$ cat src/dcsf_pkg.sv
// constants shared by the 9-bit synchronous fifo block
// assumes a single clock for both ports and an 8-bit apb address
`default_nettype none
package dcsf_pkg;
   // ------------------------------------------------------------
   // apb register map
   // ------------------------------------------------------------
   localparam logic [7:0] DCSF_STATUS_ADDR = 8'h00;
   localparam logic [7:0] DCSF_EOFS_ADDR   = 8'h04;
   localparam logic [7:0] DCSF_FOFS_ADDR   = 8'h08;
   // status field positions
   localparam int DCSF_ST_EMPTY_BIT  = 0;
   localparam int DCSF_ST_AEMPTY_BIT = 1;
   localparam int DCSF_ST_AFULL_BIT  = 2;
   localparam int DCSF_ST_FULL_BIT   = 3;
   localparam int DCSF_ST_MODE_BIT   = 4;
   localparam int DCSF_ST_SEL_LSB    = 5;
   localparam int DCSF_ST_COUNT_LSB  = 16;
   // ------------------------------------------------------------
   // data and offset layout
   // ------------------------------------------------------------
   localparam int            DCSF_DATA_W    = 9;
   localparam int            DCSF_PART_W    = 8;
   localparam logic [15:0]   DCSF_OFS_RESET = 16'h0007;
   localparam logic [8:0]    DCSF_DATA_RESET = 9'h000;
   // offset register selector, one-hot rotation
   typedef enum logic [3:0] {
      DCSF_SEL_EMPTY_LO = 4'b0001,
      DCSF_SEL_EMPTY_HI = 4'b0010,
      DCSF_SEL_FULL_LO  = 4'b0100,
      DCSF_SEL_FULL_HI  = 4'b1000
   } dcsf_sel_t;
endpackage
`default_nettype wire

$ cat src/dcsf_fifo.sv
// 9-bit synchronous fifo with programmable almost flags
// assumes write and read ports share pclk; enables come from same-clock logic
//
// The address map and the APB register port are this design's own decisions.
`timescale 1ns/1ps
`default_nettype none
// Behaviour
// - words written and read are nine bits wide
// - storage depth is a parameter between 64 and 8K words
// - second enable pin level during reset picks two-enable or load mode
// - two-enable mode writes when primary low, second high, not full
// - load mode writes with primary enable low and load high when not full
// - no write ever taken while full flag is low
// - accepted words go to consecutive locations in arrival order
// - both read enables low and not empty presents next word
// - reads ignored while empty; output keeps last word read
// - load low with primary low writes selected offset register
// - load low with both read enables low outputs selected offset
// - empty and almost-empty flags update on read clock only
// - full and almost-full flags update on write clock only
// - almost thresholds programmable per word, both default to seven
// - every flag holds a new value at least one cycle
// - reset clears pointers so buffer is empty, empty flag low
// - output enable active low; high only drives read_data_oe low, read_data stays driven
// - offset accesses rotate empty low, empty high, full low, full high
// - rotation continues where it stopped after load goes high again
// - almost-empty low at n or fewer words, high at n plus one
// - almost-full low at depth minus m words, high above m free
module dcsf_fifo
   import dcsf_pkg::*;
#(
   parameter int DEPTH = 64
)(
   input  wire logic        pclk,
   input  wire logic        presetn,
   input  wire logic [7:0]  paddr,
   input  wire logic        psel,
   input  wire logic        penable,
   input  wire logic        pwrite,
   input  wire logic [31:0] pwdata,
   output logic      [31:0] prdata,
   output logic             pready,
   output logic             pslverr,
   input  wire logic        reset_n,
   input  wire logic [8:0]  write_data,
   input  wire logic        write_enable_primary_n,
   input  wire logic        second_write_enable_or_load,
   input  wire logic        read_enable_a_n,
   input  wire logic        read_enable_b_n,
   input  wire logic        output_enable_n,
   output logic      [8:0]  read_data,
   output logic             read_data_oe,
   output logic             empty_flag_n,
   output logic             full_flag_n,
   output logic             almost_empty_flag_n,
   output logic             almost_full_flag_n
);
   localparam int AW = $clog2(DEPTH);
   localparam int CW = AW + 1;
   localparam logic [CW-1:0] DEPTH_C = CW'(DEPTH);
   localparam logic [AW-1:0] OFS_DEF = DCSF_OFS_RESET[AW-1:0];

   // ------------------------------------------------------------
   // helpers
   // ------------------------------------------------------------
   function automatic logic [AW-1:0] put_part(input logic [AW-1:0] v,
                                              input logic [7:0] b,
                                              input logic hi);
      logic [15:0] w;
      w = 16'(v);
      if (hi)
         w[15:8] = b;
      else
         w[7:0] = b;
      return w[AW-1:0];
   endfunction
   function automatic logic [7:0] get_part(input logic [AW-1:0] v,
                                           input logic hi);
      logic [15:0] w;
      w = 16'(v);
      return hi ? w[15:8] : w[7:0];
   endfunction
   function automatic dcsf_sel_t next_sel(input dcsf_sel_t s);
      dcsf_sel_t n;
      case (s)
         DCSF_SEL_EMPTY_LO: n = DCSF_SEL_EMPTY_HI;
         DCSF_SEL_EMPTY_HI: n = DCSF_SEL_FULL_LO;
         DCSF_SEL_FULL_LO:  n = DCSF_SEL_FULL_HI;
         default:           n = DCSF_SEL_EMPTY_LO;
      endcase
      return n;
   endfunction
   function automatic logic addr_ok(input logic [7:0] a);
      return (a == DCSF_STATUS_ADDR) || (a == DCSF_EOFS_ADDR) ||
             (a == DCSF_FOFS_ADDR);
   endfunction
   // ------------------------------------------------------------
   // state
   // ------------------------------------------------------------
   logic [8:0]    mem [DEPTH];
   logic [AW-1:0] wptr_r, wptr_nxt, rptr_r, rptr_nxt;
   logic [CW-1:0] count_r, count_nxt;
   logic [AW-1:0] eofs_r, eofs_nxt, fofs_r, fofs_nxt;
   dcsf_sel_t     sel_r, sel_nxt;
   logic          two_en_r, two_en_nxt;
   logic [8:0]    rdata_r, rdata_nxt;
   logic          ef_n_r, ef_n_nxt, ff_n_r, ff_n_nxt;
   logic          ae_n_r, ae_n_nxt, af_n_r, af_n_nxt;
   logic [31:0]   prdata_r, prdata_nxt;
   logic          ofs_load, wr_go, rd_go, ofs_wr, ofs_rd, apb_wr;
   logic [7:0]    sel_byte;

   // ------------------------------------------------------------
   // fifo and offset control
   // ------------------------------------------------------------
   always_comb
   begin
      // load control only exists when reset picked programmable flags
      ofs_load = ~two_en_r & ~second_write_enable_or_load;
      // both modes need the second pin high to reach the array;
      // gating on reset_n keeps traffic out during reset
      wr_go  = ~write_enable_primary_n & second_write_enable_or_load &
               ff_n_r & reset_n;
      ofs_wr = ofs_load & ~write_enable_primary_n & reset_n;
      ofs_rd = ofs_load & ~read_enable_a_n & ~read_enable_b_n &
               reset_n;
      rd_go  = ~read_enable_a_n & ~read_enable_b_n & ~ofs_load &
               ef_n_r & reset_n;
      apb_wr = psel & penable & pwrite & addr_ok(paddr);
      case (sel_r)
         DCSF_SEL_EMPTY_LO: sel_byte = get_part(eofs_r, 1'b0);
         DCSF_SEL_EMPTY_HI: sel_byte = get_part(eofs_r, 1'b1);
         DCSF_SEL_FULL_LO:  sel_byte = get_part(fofs_r, 1'b0);
         default:           sel_byte = get_part(fofs_r, 1'b1);
      endcase
      wptr_nxt  = wr_go ? AW'(wptr_r + 1'b1) : wptr_r;
      rptr_nxt  = rd_go ? AW'(rptr_r + 1'b1) : rptr_r;
      count_nxt = CW'(count_r + CW'(wr_go) - CW'(rd_go));
      two_en_nxt = two_en_r;
      sel_nxt    = sel_r;
      eofs_nxt   = eofs_r;
      fofs_nxt   = fofs_r;
      rdata_nxt  = rdata_r;
      if (apb_wr && paddr == DCSF_EOFS_ADDR)
         eofs_nxt = pwdata[AW-1:0];
      else if (apb_wr && paddr == DCSF_FOFS_ADDR)
         fofs_nxt = pwdata[AW-1:0];
      if (ofs_wr)
      begin
         case (sel_r)
            DCSF_SEL_EMPTY_LO: eofs_nxt = put_part(eofs_r, write_data[7:0], 1'b0);
            DCSF_SEL_EMPTY_HI: eofs_nxt = put_part(eofs_r, write_data[7:0], 1'b1);
            DCSF_SEL_FULL_LO:  fofs_nxt = put_part(fofs_r, write_data[7:0], 1'b0);
            default:           fofs_nxt = put_part(fofs_r, write_data[7:0], 1'b1);
         endcase
      end
      // selector is never reset by load going high
      if (ofs_wr || ofs_rd)
         sel_nxt = next_sel(sel_r);
      if (ofs_rd)
         rdata_nxt = {1'b0, sel_byte};
      else if (rd_go)
         rdata_nxt = mem[rptr_r];
      if (!reset_n)
      begin
         two_en_nxt = second_write_enable_or_load;
         wptr_nxt   = '0;
         rptr_nxt   = '0;
         count_nxt  = '0;
         sel_nxt    = DCSF_SEL_EMPTY_LO;
         eofs_nxt   = OFS_DEF;
         fofs_nxt   = OFS_DEF;
         rdata_nxt  = DCSF_DATA_RESET;
      end
      // single clock: count is exact, so no pointer crossing is needed
      ef_n_nxt = (count_nxt != '0);
      ff_n_nxt = (count_nxt != DEPTH_C);
      ae_n_nxt = (count_nxt > CW'(eofs_nxt));
      af_n_nxt = (count_nxt < CW'(DEPTH_C - CW'(fofs_nxt)));
   end

   always_ff @(posedge pclk)
   begin
      if (wr_go)
         mem[wptr_r] <= write_data;
   end

   // flags are registers, so any change lasts a whole cycle
   always_ff @(posedge pclk or negedge presetn)
   begin
      if (!presetn)
      begin
         wptr_r   <= '0;
         rptr_r   <= '0;
         count_r  <= '0;
         eofs_r   <= OFS_DEF;
         fofs_r   <= OFS_DEF;
         sel_r    <= DCSF_SEL_EMPTY_LO;
         two_en_r <= 1'b1;
         rdata_r  <= DCSF_DATA_RESET;
         ef_n_r   <= 1'b0;
         ff_n_r   <= 1'b1;
         ae_n_r   <= 1'b0;
         af_n_r   <= 1'b1;
      end
      else
      begin
         wptr_r   <= wptr_nxt;
         rptr_r   <= rptr_nxt;
         count_r  <= count_nxt;
         eofs_r   <= eofs_nxt;
         fofs_r   <= fofs_nxt;
         sel_r    <= sel_nxt;
         two_en_r <= two_en_nxt;
         rdata_r  <= rdata_nxt;
         ef_n_r   <= ef_n_nxt;
         ff_n_r   <= ff_n_nxt;
         ae_n_r   <= ae_n_nxt;
         af_n_r   <= af_n_nxt;
      end
   end

   // ------------------------------------------------------------
   // apb slave, zero wait states
   // ------------------------------------------------------------
   always_comb
   begin
      prdata_nxt = prdata_r;
      // read data captured in setup so access phase answers at once
      if (psel && !penable && !pwrite)
      begin
         prdata_nxt = '0;
         if (paddr == DCSF_STATUS_ADDR)
         begin
            prdata_nxt[DCSF_ST_EMPTY_BIT]  = ef_n_r;
            prdata_nxt[DCSF_ST_AEMPTY_BIT] = ae_n_r;
            prdata_nxt[DCSF_ST_AFULL_BIT]  = af_n_r;
            prdata_nxt[DCSF_ST_FULL_BIT]   = ff_n_r;
            prdata_nxt[DCSF_ST_MODE_BIT]   = two_en_r;
            prdata_nxt[DCSF_ST_SEL_LSB +: 4] = sel_r;
            prdata_nxt[DCSF_ST_COUNT_LSB +: CW] = count_r;
         end
         else if (paddr == DCSF_EOFS_ADDR)
            prdata_nxt[AW-1:0] = eofs_r;
         else if (paddr == DCSF_FOFS_ADDR)
            prdata_nxt[AW-1:0] = fofs_r;
      end
   end

   always_ff @(posedge pclk or negedge presetn)
   begin
      if (!presetn)
         prdata_r <= '0;
      else
         prdata_r <= prdata_nxt;
   end

   assign prdata  = prdata_r;
   assign pready  = 1'b1;
   assign pslverr = psel & penable & ~addr_ok(paddr);

   // ------------------------------------------------------------
   // pins
   // ------------------------------------------------------------
   assign read_data           = rdata_r;
   assign read_data_oe        = ~output_enable_n;
   assign empty_flag_n        = ef_n_r;
   assign full_flag_n         = ff_n_r;
   assign almost_empty_flag_n = ae_n_r;
   assign almost_full_flag_n  = af_n_r;
endmodule
`default_nettype wire

$ cat config.mk
export PLATFORM = sky130hd
export DESIGN_NAME = dcsf_fifo
export DESIGN_NICKNAME = d
export VERILOG_FILES = /design/src/dcsf_pkg.sv /design/src/dcsf_fifo.sv
export SDC_FILE = /design/constraint.sdc
export NUM_CORES = 1
export LEC_CHECK = 0
export BUFFER_PORTS_ARGS = -buffer_cell sky130_fd_sc_hd__buf_2
export CAP_MARGIN = 15
export CORE_MARGIN = 10
export CORE_UTILIZATION = 60
export DETAILED_ROUTE_END_ITERATION = 7
export PLACE_DENSITY_LB_ADDON = 0.3
export RECOVER_POWER = 50
export SYNTH_ARGS = -nofsm -noshare
export SYNTH_HDL_FRONTEND = slang
export SYNTH_SLANG_ARGS = --single-unit
$ cat constraint.sdc
create_clock -name pclk -period 5.3 [get_ports pclk]
set_clock_uncertainty 0.1 [all_clocks]
set_input_delay 0.53 -clock pclk [delete_from_list [all_inputs] [get_ports pclk]]
set_output_delay 0.53 -clock pclk [all_outputs]
set_load 0.01 [all_outputs]
---- Word-level counts from Yosys, hierarchy flattened ----
Memories as Yosys holds them, arrays and structs flattened.
Index checks and enable logic that the tools add are counted.
storage, ports and cells
  memories kept ........................... 1
  ROM bits ................................ 0
  output and inout port bits .............. 48
  latch bits .............................. 0
  flip-flop bits (word level) ............. 65
  memory bits (writable) .................. 576
  bits of input ports ..................... 60
  logic and storage cells ................. 96
cells by class
  $lt $le $gt $ge ......................... 2
  div/mod/pow operators ................... 0
  add/subtract/negate cells ............... 5
  reduce and logical (&&, ||, !) cells .... 12
  muxes and demuxes ....................... 28
  multipliers ............................. 0
  shifts and indexed selects .............. 0
  equality and inequality tests ........... 10
  bitwise operators ....................... 25
memory list
  memory  depth  width  read ports  clocked after Yosys merged registers in  wr ports  line              source
  mem     64     9      1           0                                        1         dcsf_fifo.sv:100  logic [8:0] mem [DEPTH];
operators by type and width
  kind                                                   count
  2-to-1 mux 6 bit                                       14
  one-hot mux 6 bit (2 select lines)                     3
  2-to-1 mux 9 bit                                       3
  AND 1 bit                                              17
  2-to-1 mux 7 bit                                       2
  adder 6 x 1 -> 6 bit, second input constant            2
  one-hot mux 4 bit (3 select lines)                     1
  equality test 8 x 3 -> 1 bit, second input constant    1
  equality test 8 x 4 -> 1 bit, second input constant    1
  zero test 8 bit                                        1
  2-to-1 mux 4 bit                                       2
  NOT 1 bit                                              8
  adder 7 x 1 -> 7 bit                                   1
  > comparator 7 x 6 -> 1 bit                            1
  less-than comparator 7 bit                             1
  inequality test 7 bit, second input constant           1
  nonzero test 7 bit                                     1
  subtractor 7 x 1 -> 7 bit                              1
  subtractor 7 x 6 -> 7 bit, first input constant        1
  inequality test 2 x 1 -> 1 bit, second input constant  3
  equality test 4 x 1 -> 1 bit, second input constant    1
  equality test 4 x 2 -> 1 bit, second input constant    1
  equality test 4 x 3 -> 1 bit, second input constant    1
  logical AND 1 bit                                      4
  6 further kinds                                        10

---- Longest topological paths before layout ----
Gate-level depths: netlist of the first run.
  depth after elaboration ................. 12
  mapped depth ............................ 21
  depth with buffers taken out ............ 21

---- Least setup slack after synthesis of the first run ----
No wires, ideal clock.
  kind .................................... input to register
  start ................................... input port read_enable_b_n
  end ..................................... register af_n_r, in the netlist almost_full_flag_n
  path buffers ............................ 0
  arrival time ............................ 3782 ps
  cell stages on the path ................. 21
  setup time .............................. 79 ps
  data required time ...................... 5121 ps
  setup slack ............................. 1340 ps
  path through ............................ nor2_1 -> nand2_1 -> nor2_1 -> nand2_1 -> inv_1 -> ha_1 -> inv_1 -> ha_1 -> inv_1 -> fa_1 -> nor2b_1 -> o21ai_0 -> a21boi_0 -> o21a_1 -> o21ai_0 -> nand3_1 -> inv_1 -> ha_1 -> and4_1 -> o211ai_1 -> o211a_1
between the ends
  longest elaborated chain between the ends .. 8
ends and longest elaborated chain
  element                     line              source
  start, declared             dcsf_fifo.sv:49   input wire logic read_enable_b_n,
  NOT 1 bit                   dcsf_fifo.sv:127  rd_go = ~read_enable_a_n & ~read_enable_b_n & ~ofs_load &
  AND 1 bit (3 in a row)      dcsf_fifo.sv:127
  AND 1 bit                   dcsf_fifo.sv:128  ef_n_r & reset_n;
  subtractor 7 x 1 -> 7 bit   dcsf_fifo.sv:138  count_nxt = CW'(count_r + CW'(wr_go) - CW'(rd_go));
  2-to-1 mux 7 bit            dcsf_fifo.sv:164  if (!reset_n)
  net count_nxt[6]            dcsf_fifo.sv:102  logic [CW-1:0] count_r, count_nxt;
  less-than comparator 7 bit  dcsf_fifo.sv:179  af_n_nxt = (count_nxt < CW'(DEPTH_C - CW'(fofs_nxt)));
  net af_n_nxt                dcsf_fifo.sv:108  logic ae_n_r, ae_n_nxt, af_n_r, af_n_nxt;
  end signal, assigned        dcsf_fifo.sv:219  af_n_r <= af_n_nxt;
  end, declared               dcsf_fifo.sv:108
The timed path passes the listed nets, and every way through them passes these cells.
A chain may end at the register's enable or synchronous reset.

---- Worst setup path in the final report of the first run ----
  start ................................... register rptr_r[0]
  end ..................................... register rdata_r[8], in the netlist read_data[8]
between the ends
  longest elaborated chain between the ends .. 4
ends and longest elaborated chain
  element                   line              source
  start, declared           dcsf_fifo.sv:101  logic [AW-1:0] wptr_r, wptr_nxt, rptr_r, rptr_nxt;
  start signal, assigned    dcsf_fifo.sv:209  rptr_r <= rptr_nxt;
  memory read (64 x 9 bit)  n/a
  2-to-1 mux 9 bit          dcsf_fifo.sv:162  else if (rd_go)
  2-to-1 mux 9 bit          dcsf_fifo.sv:160  if (ofs_rd)
  2-to-1 mux 9 bit          dcsf_fifo.sv:164
  end signal, assigned      dcsf_fifo.sv:215  rdata_r <= rdata_nxt;
  end, declared             dcsf_fifo.sv:106  logic [8:0] rdata_r, rdata_nxt;
No other way between the ends. The select of a mux whose other input is x is not followed.

==> results.yml, run 1 <==
drt:
  drtIter0Drc: 1758
  wl_um: 60540
  viasPerCell: 6.516
  wl_per_cell_um: 28.05
  drc: 0
  ant_nets: 0
  dr.pass1.iters: 5
  vias: 14061
timing:
  period_needed_ns: 4.521
  grt_setup_unrepaired: "no"
  slew_headroom_pct: -120.3
  period_share_pct: 85.30
  worst_slack_ns: 0.7793
  worst_pin_slew_ns: 3.305
  clock.fmax_mhz: 221.2
  maxSlewViolCount: 649
  hold_viol: 0
  setup-violations-final: 0
  fin_tns_setup_ns: 0
critical_path:
  arrival_ns: 4.91
  start_kind: "flop"
  critPathCaptureType: "flop"
  critPathMaxFanout: 34
  crit_required_ns: 5.69
  path_class: "flop to flop"
pwr:
  irDropWorstVdd_uv: 352.6
  powerDensity_nw_per_um2: 376.4
  power.leakage_nw: 9.437
clocking:
  clockRootBuffer: "clkbuf_16"
  clock_latency_ns: 0.62
  cts.sinks: 641
  postCtsSetupBuffers: 0
  max-clock-path-buffers: 3
  htree_levels: 2
  numCtsBuffers: 60
  clk_pin_slew_worst_paths_ns: 0.06
  cts_tree: "built"
  post_cts_resized: 0
die:
  pin_count: 108
  core_um2: 43170
  start_util_pct: 60.71
  row_count: 76
  fp.dieW_um: 229.0
  die_area_um2: 52440
  die_h_um: 229.0
flow_run:
  maxCapViolCount: 11
global_routing:
  grt_pass1_wl_um: 90770
  grt-ovfl-total: 0
  antenna_found_initial: 4
  track_usage_pct: 22.90
  grt_max_degree: 67
  grt_pass1_vias: 14041
yosys:
  ys.flop_type: "edfxtp_1"
  synth_xor_area_share_pct: 0.5681
  syn_avg_cell_area_um2: 18.14
  syn-instance-count: 1445
  synth_edf_count: 576
  synth-compound-area-share_pct: 5.213
  ys_ff_latch: 641
  synth-adder-area-share_pct: 1.127
  synth_simple_gate_area_share_pct: 4.755
  ys_warn_count: 0
  synth_mux_area_share_pct: 13.69
  async_flop_share_pct: 10.14
  synth_top_family_by_area: "multiplexers"
  syn-cell-area_um2: 26210
  seq_area_frac_synth_pct: 72.25
  synth_cell_types: 65
final_layout:
  seq_area_um2: 18940
  final_cell_mix: "576 x edfxtp_1, 138 x mux4_2, 97 x nor2_1, 74 x nand2_1, 62 x clkbuf_16"
  final_common_cell: "edfxtp_1"
  multi_input_area_um2: 6718
  drive_above_1_share_pct: 21.58
  nets: 1603
  syn2layout_area_growth_pct: 10.97
  fillers: 2795
  post-route-util_pct: 67.37
hold_path:
  hp-class: "input pin to flop"
status:
  violations: "capacitance limit, slew limit"
  outcome: "finished, violations left"
place:
  pre_cts_ws_ns: 0.8010
  gp_congestion: 0.8960
  port_buffers: 64
  dp_hpwl_um: 37120
## what timing repair did
| item | CTS | global route |
|---|---|---|
| hold endpoints to repair | 15 | 0 |
| endpoints found under the setup margin | 0 | 0 |
| hold buffers | 1 | 0 |
## worst max-delay path, cell delays in order (launching register included)
cell      delay (ns)
dfrtp_1         1.86
buf_4           0.58
buf_4           0.31
mux4_2          0.54
a221oi_1        0.43
o22ai_1         0.24
nor3_1          0.23
o21ai_1         0.08
## state kept, by name, summed over array words and instances (netlist names)
register and count:
fofs_r 6, almost_empty_flag_n 1, count_r 7, almost_full_flag_n 1
wptr_r 6, empty_flag_n 1, prdata 16, mem 576
read_data 9, two_en_r 1, eofs_r 6, sel_r 4
full_flag_n 1, rptr_r 6
## layout make-up
class,count,share of cell area [%]
flip-flops and latches,641,65.12
multi-input cells,695,23.10
clock buffers,71,5.520
well taps,585,2.517
repair buffers,95,1.914
clock inverters,42,1.463
inverters,27,0.3485
diodes,2,0.01721
## cells by family after synthesis
group / after synthesis
flip-flops: 641
AND/OR/NAND/NOR: 259
AO/OA/AOI/OAI: 194
multiplexers: 185
buffers and inverters: 124
adder cells (fa/ha/maj): 23
XOR/XNOR: 17
other: 2
## metal layers
metal / routed length, um / up-vias / part of all wire (%) / GRT usage, %
met5: 13 / - / 0.021 / 0
met4: 2160 / 2 / 3.6 / 7.573
met3: 5849 / 147 / 9.7 / 4.438
met2: 28500 / 752 / 47 / 35.18
met1: 24010 / 7239 / 40 / 32.77
li1: - / 5921 / - / -
## worst paths after layout
kind	from	to	slack [ns]	cells past startpoint
min in group asynchronous	presetn	read_data[8]	0.46	2
hold reg to reg	prdata[0]	prdata[0]	0.37	2
max in group asynchronous	presetn	rptr_r[1]	1.28	3
hold / removal	second_write_enable_or_load	two_en_r	0.09	2
setup / recovery	rptr_r[0]	read_data[8]	0.78	7
setup reg to reg	rptr_r[0]	read_data[8]	0.78	7
## power breakdown
part	internal (mW)	switching, mW	total [mW]
combinational	0.395	0.517	0.912
clock	2.55	1.84	4.38
sequential	5.58	0.0746	5.65
total	8.52	2.43	10.9
## cells in the mapped netlist (4+ instances only)
cell type	n	area (um^2)
buf_1	14	52.55
nand3_1	10	50.05
o2111ai_1	6	52.55
buf_6	4	45.04
buf_4	27	202.7
mux2i_1	39	390.4
nor2_1	98	367.9
nand2b_1	4	25.02
nor3_1	10	50.05
o22ai_1	6	37.54
xnor2_1	9	78.83
dfrtp_1	55	1376
nand2_1	74	277.8
ha_1	22	275.3
mux2_2	8	90.09
buf_2	18	90.09
a22oi_1	30	225.2
o21ai_0	25	125.1
o211ai_1	7	52.55
a22o_1	25	219.0
a221oi_1	8	70.07
nor2b_1	27	168.9
or3_1	5	31.28
a211oi_1	16	120.1
mux4_2	138	3108
a21oi_1	40	200.2
o221ai_1	6	52.55
dfstp_2	10	262.8
xor2_1	8	70.07
inv_1	27	101.4
edfxtp_1	576	17300
clkbuf_1	34	127.6
nand4_1	4	25.02
a2111oi_0	7	61.31
## per-stage QoR
step	hold WS [ns]	area, um^2	power, mW	cells
after floorplan	0.1344	26260	6.353	1460
after global placement	0.3581	27070	6.625	2040
after detailed placement	0.3658	27070	6.659	2040
after CTS	0.06600	29120	10.98	2154
after global routing	0.08681	29080	11.28	2157
final	0.08702	29080	10.95	2158
Note: power is estimated with default switching activity, not from simulation.
==> run 2, diff against run 1 <==
Settings changed: CORE_UTILIZATION 60 to 30.
==> results.yml, run 2 (same netlist as run 1, synthesis figures left out) <==
status:
  outcome: "finished, violations left"
  violations: "capacitance limit, slew limit"
drt:
  drc: 0
  ant_nets: 0
  drtIter0Drc: 1334
  wl_per_cell_um: 23.20
  highest_layer: "met4"
  wl_met1_um: 28520
  viasPerCell: 5.003
  dr.pass1.iters: 5
  route.met3.wl_um: 4107
  wl_um: 63530
  vias: 13699
  dr_wl_met2_um: 29360
die:
  core_um2: 86750
  die_area_um2: 99580
  die_h_um: 315.6
  start_util_pct: 30.21
  row_count: 108
  pin_count: 108
  fp.dieW_um: 315.6
final_layout:
  fillers: 8191
  nets: 1613
  stdcell_area_um2: 29900
  syn2layout_area_growth_pct: 14.08
  top_register: "mem"
  final_cell_mix: "576 x edfxtp_1, 138 x mux4_2, 98 x nor2_1, 74 x nand2_1, 70 x clkbuf_16"
  largest_register_ffs: 576
  final_common_cell: "edfxtp_1"
  drive_above_1_share_pct: 21.86
  n_antenna_cell: 0
place:
  port_buffers: 64
  place_area_um2: 27750
  dp_hpwl_um: 40150
  gp_congestion: 0.8329
clocking:
  post_cts_resized: 0
  clock_latency_ns: 0.63
  htree_levels: 3
  postCtsSetupBuffers: 0
  numCtsBuffers: 70
  cts.sinks: 641
  max-clock-path-buffers: 3
  holdBufCountCts: 0
  clockRootBuffer: "clkbuf_16"
  cts_tree: "built"
  clk_pin_slew_worst_paths_ns: 0.06
critical_path:
  rr_worst_depth: 21
  start_kind: "flop"
  crit_required_ns: 5.73
  arrival_ns: 4.85
  critPathMaxFanout: 10
  slowest_delay_ns: 0.55
  path_common_cell: "inv_1"
  crit_chain: "nor2_1 -> nor2_1 -> buf_4 -> nand2_1 -> inv_1 -> ha_1 -> inv_1 -> ha_1 -> inv_1 -> fa_1 -> nor2b_1 -> o21ai_0 -> a21boi_0 -> o21a_1 -> o21ai_0 -> nand3_1 -> inv_1 -> ha_1 -> and4_1 -> o211ai_1 -> o211a_1"
  critical_path.slowest_cell: "dfstp_2"
  critPathCaptureType: "flop"
  path_class: "flop to flop"
pwr:
  comb_power_share_pct: 8.1
  p_seq_share_pct: 50.5
  power.leakage_nw: 9.500
  powerDensity_nw_per_um2: 375.1
  clockPowerShare_pct: 41.4
  p_sw_mw: 2.575
  intPower_mw: 8.641
  switching_share_pct: 22.96
  irDropWorstVdd_uv: 207.6
timing:
  slew_headroom_pct: -147.3
  grt_setup_unrepaired: "no"
  worst_pin_slew_ns: 3.709
  hold_viol: 0
  fin_tns_setup_ns: 0
  setup-violations-final: 0
  period_share_pct: 83.40
  maxSlewViolCount: 547
  clock.fmax_mhz: 226.2
  period_needed_ns: 4.420
global_routing:
  grt_pass1_wl_um: 94390
  grt_pass1_vias: 13991
  grt-ovfl-total: 0
  grt_max_degree: 67
  track_usage_pct: 12.62
  antenna_found_initial: 0
flow_run:
  maxCapViolCount: 12
hold_path:
  hold_depth: 2
  hp-class: "input pin to flop"
-- run 2: worst paths after layout --
kind | from | to | slack [ns]
max | two_en_r | almost_full_flag_n | 0.88
min in group asynchronous | presetn | prdata[21] | 1.19
min reg2reg | prdata[4] | prdata[4] | 0.38
min | second_write_enable_or_load | two_en_r | 0.10
max reg2reg | two_en_r | almost_full_flag_n | 0.88
max in group asynchronous | presetn | rptr_r[1] | 1.29
-- run 2: worst max-delay path, delay by kind of cell, from the launching register on --
kind	cells	cell delay [ns]
adders and majority gates	4	1.11
DFF	1	0.55
AOI/OAI and AO/OA	6	0.94
and+or+nand+nor	6	1.06
buffers and inverters	5	0.56
-- run 2: metrics by stage --
| step | worst slack [ns] | hold slack (ns) | std cells | power, mW | util [%] |
|---|---|---|---|---|---|
| after floorplan | 1.340 | 0.1344 | 1460 | 6.353 | - |
| after global placement | 0.7133 | 0.3622 | 2610 | 6.668 | 31.99 |
| after detailed placement | 0.7237 | 0.3674 | 2610 | 6.683 | 31.99 |
| after CTS | 0.9227 | 0.02712 | 2735 | 11.33 | 34.50 |
| after global routing | 0.4195 | 0.1133 | 2738 | 11.65 | 34.46 |
| final | 0.8796 | 0.1045 | 2738 | 11.22 | 34.46 |
-- run 2: layout make-up --
type | instances | area (um^2) | share of cell area (%)
multi-input combinational | 695 | 6715 | 22.46
clock buffer | 88 | 1839 | 6.152
sequential | 641 | 18940 | 63.36
inverter | 27 | 101.3 | 0.3390
clock inverter | 37 | 342.8 | 1.147
tap | 1155 | 1445 | 4.833
timing repair buffer | 95 | 510.5 | 1.707
-- run 2: power groups by stage --
| stage | combinational (mW) | clock, mW | sequential (mW) |
|---|---|---|---|
| floorplan | 0.639 | 0 | 5.71 |
| global placement | 0.910 | 0 | 5.76 |
| detailed placement | 0.922 | 0 | 5.76 |
| CTS | 0.928 | 4.75 | 5.66 |
| global route | 1.01 | 4.97 | 5.67 |
| finish | 0.910 | 4.65 | 5.66 |
-- run 2: per-layer routing --
metal | global-route usage [%] | up-vias
met3 | 2.951 | 92
li1 | - | 5968
met5 | 0 | -
met2 | 19.56 | 448
met1 | 17.50 | 7191
met4 | 3.753 | 0
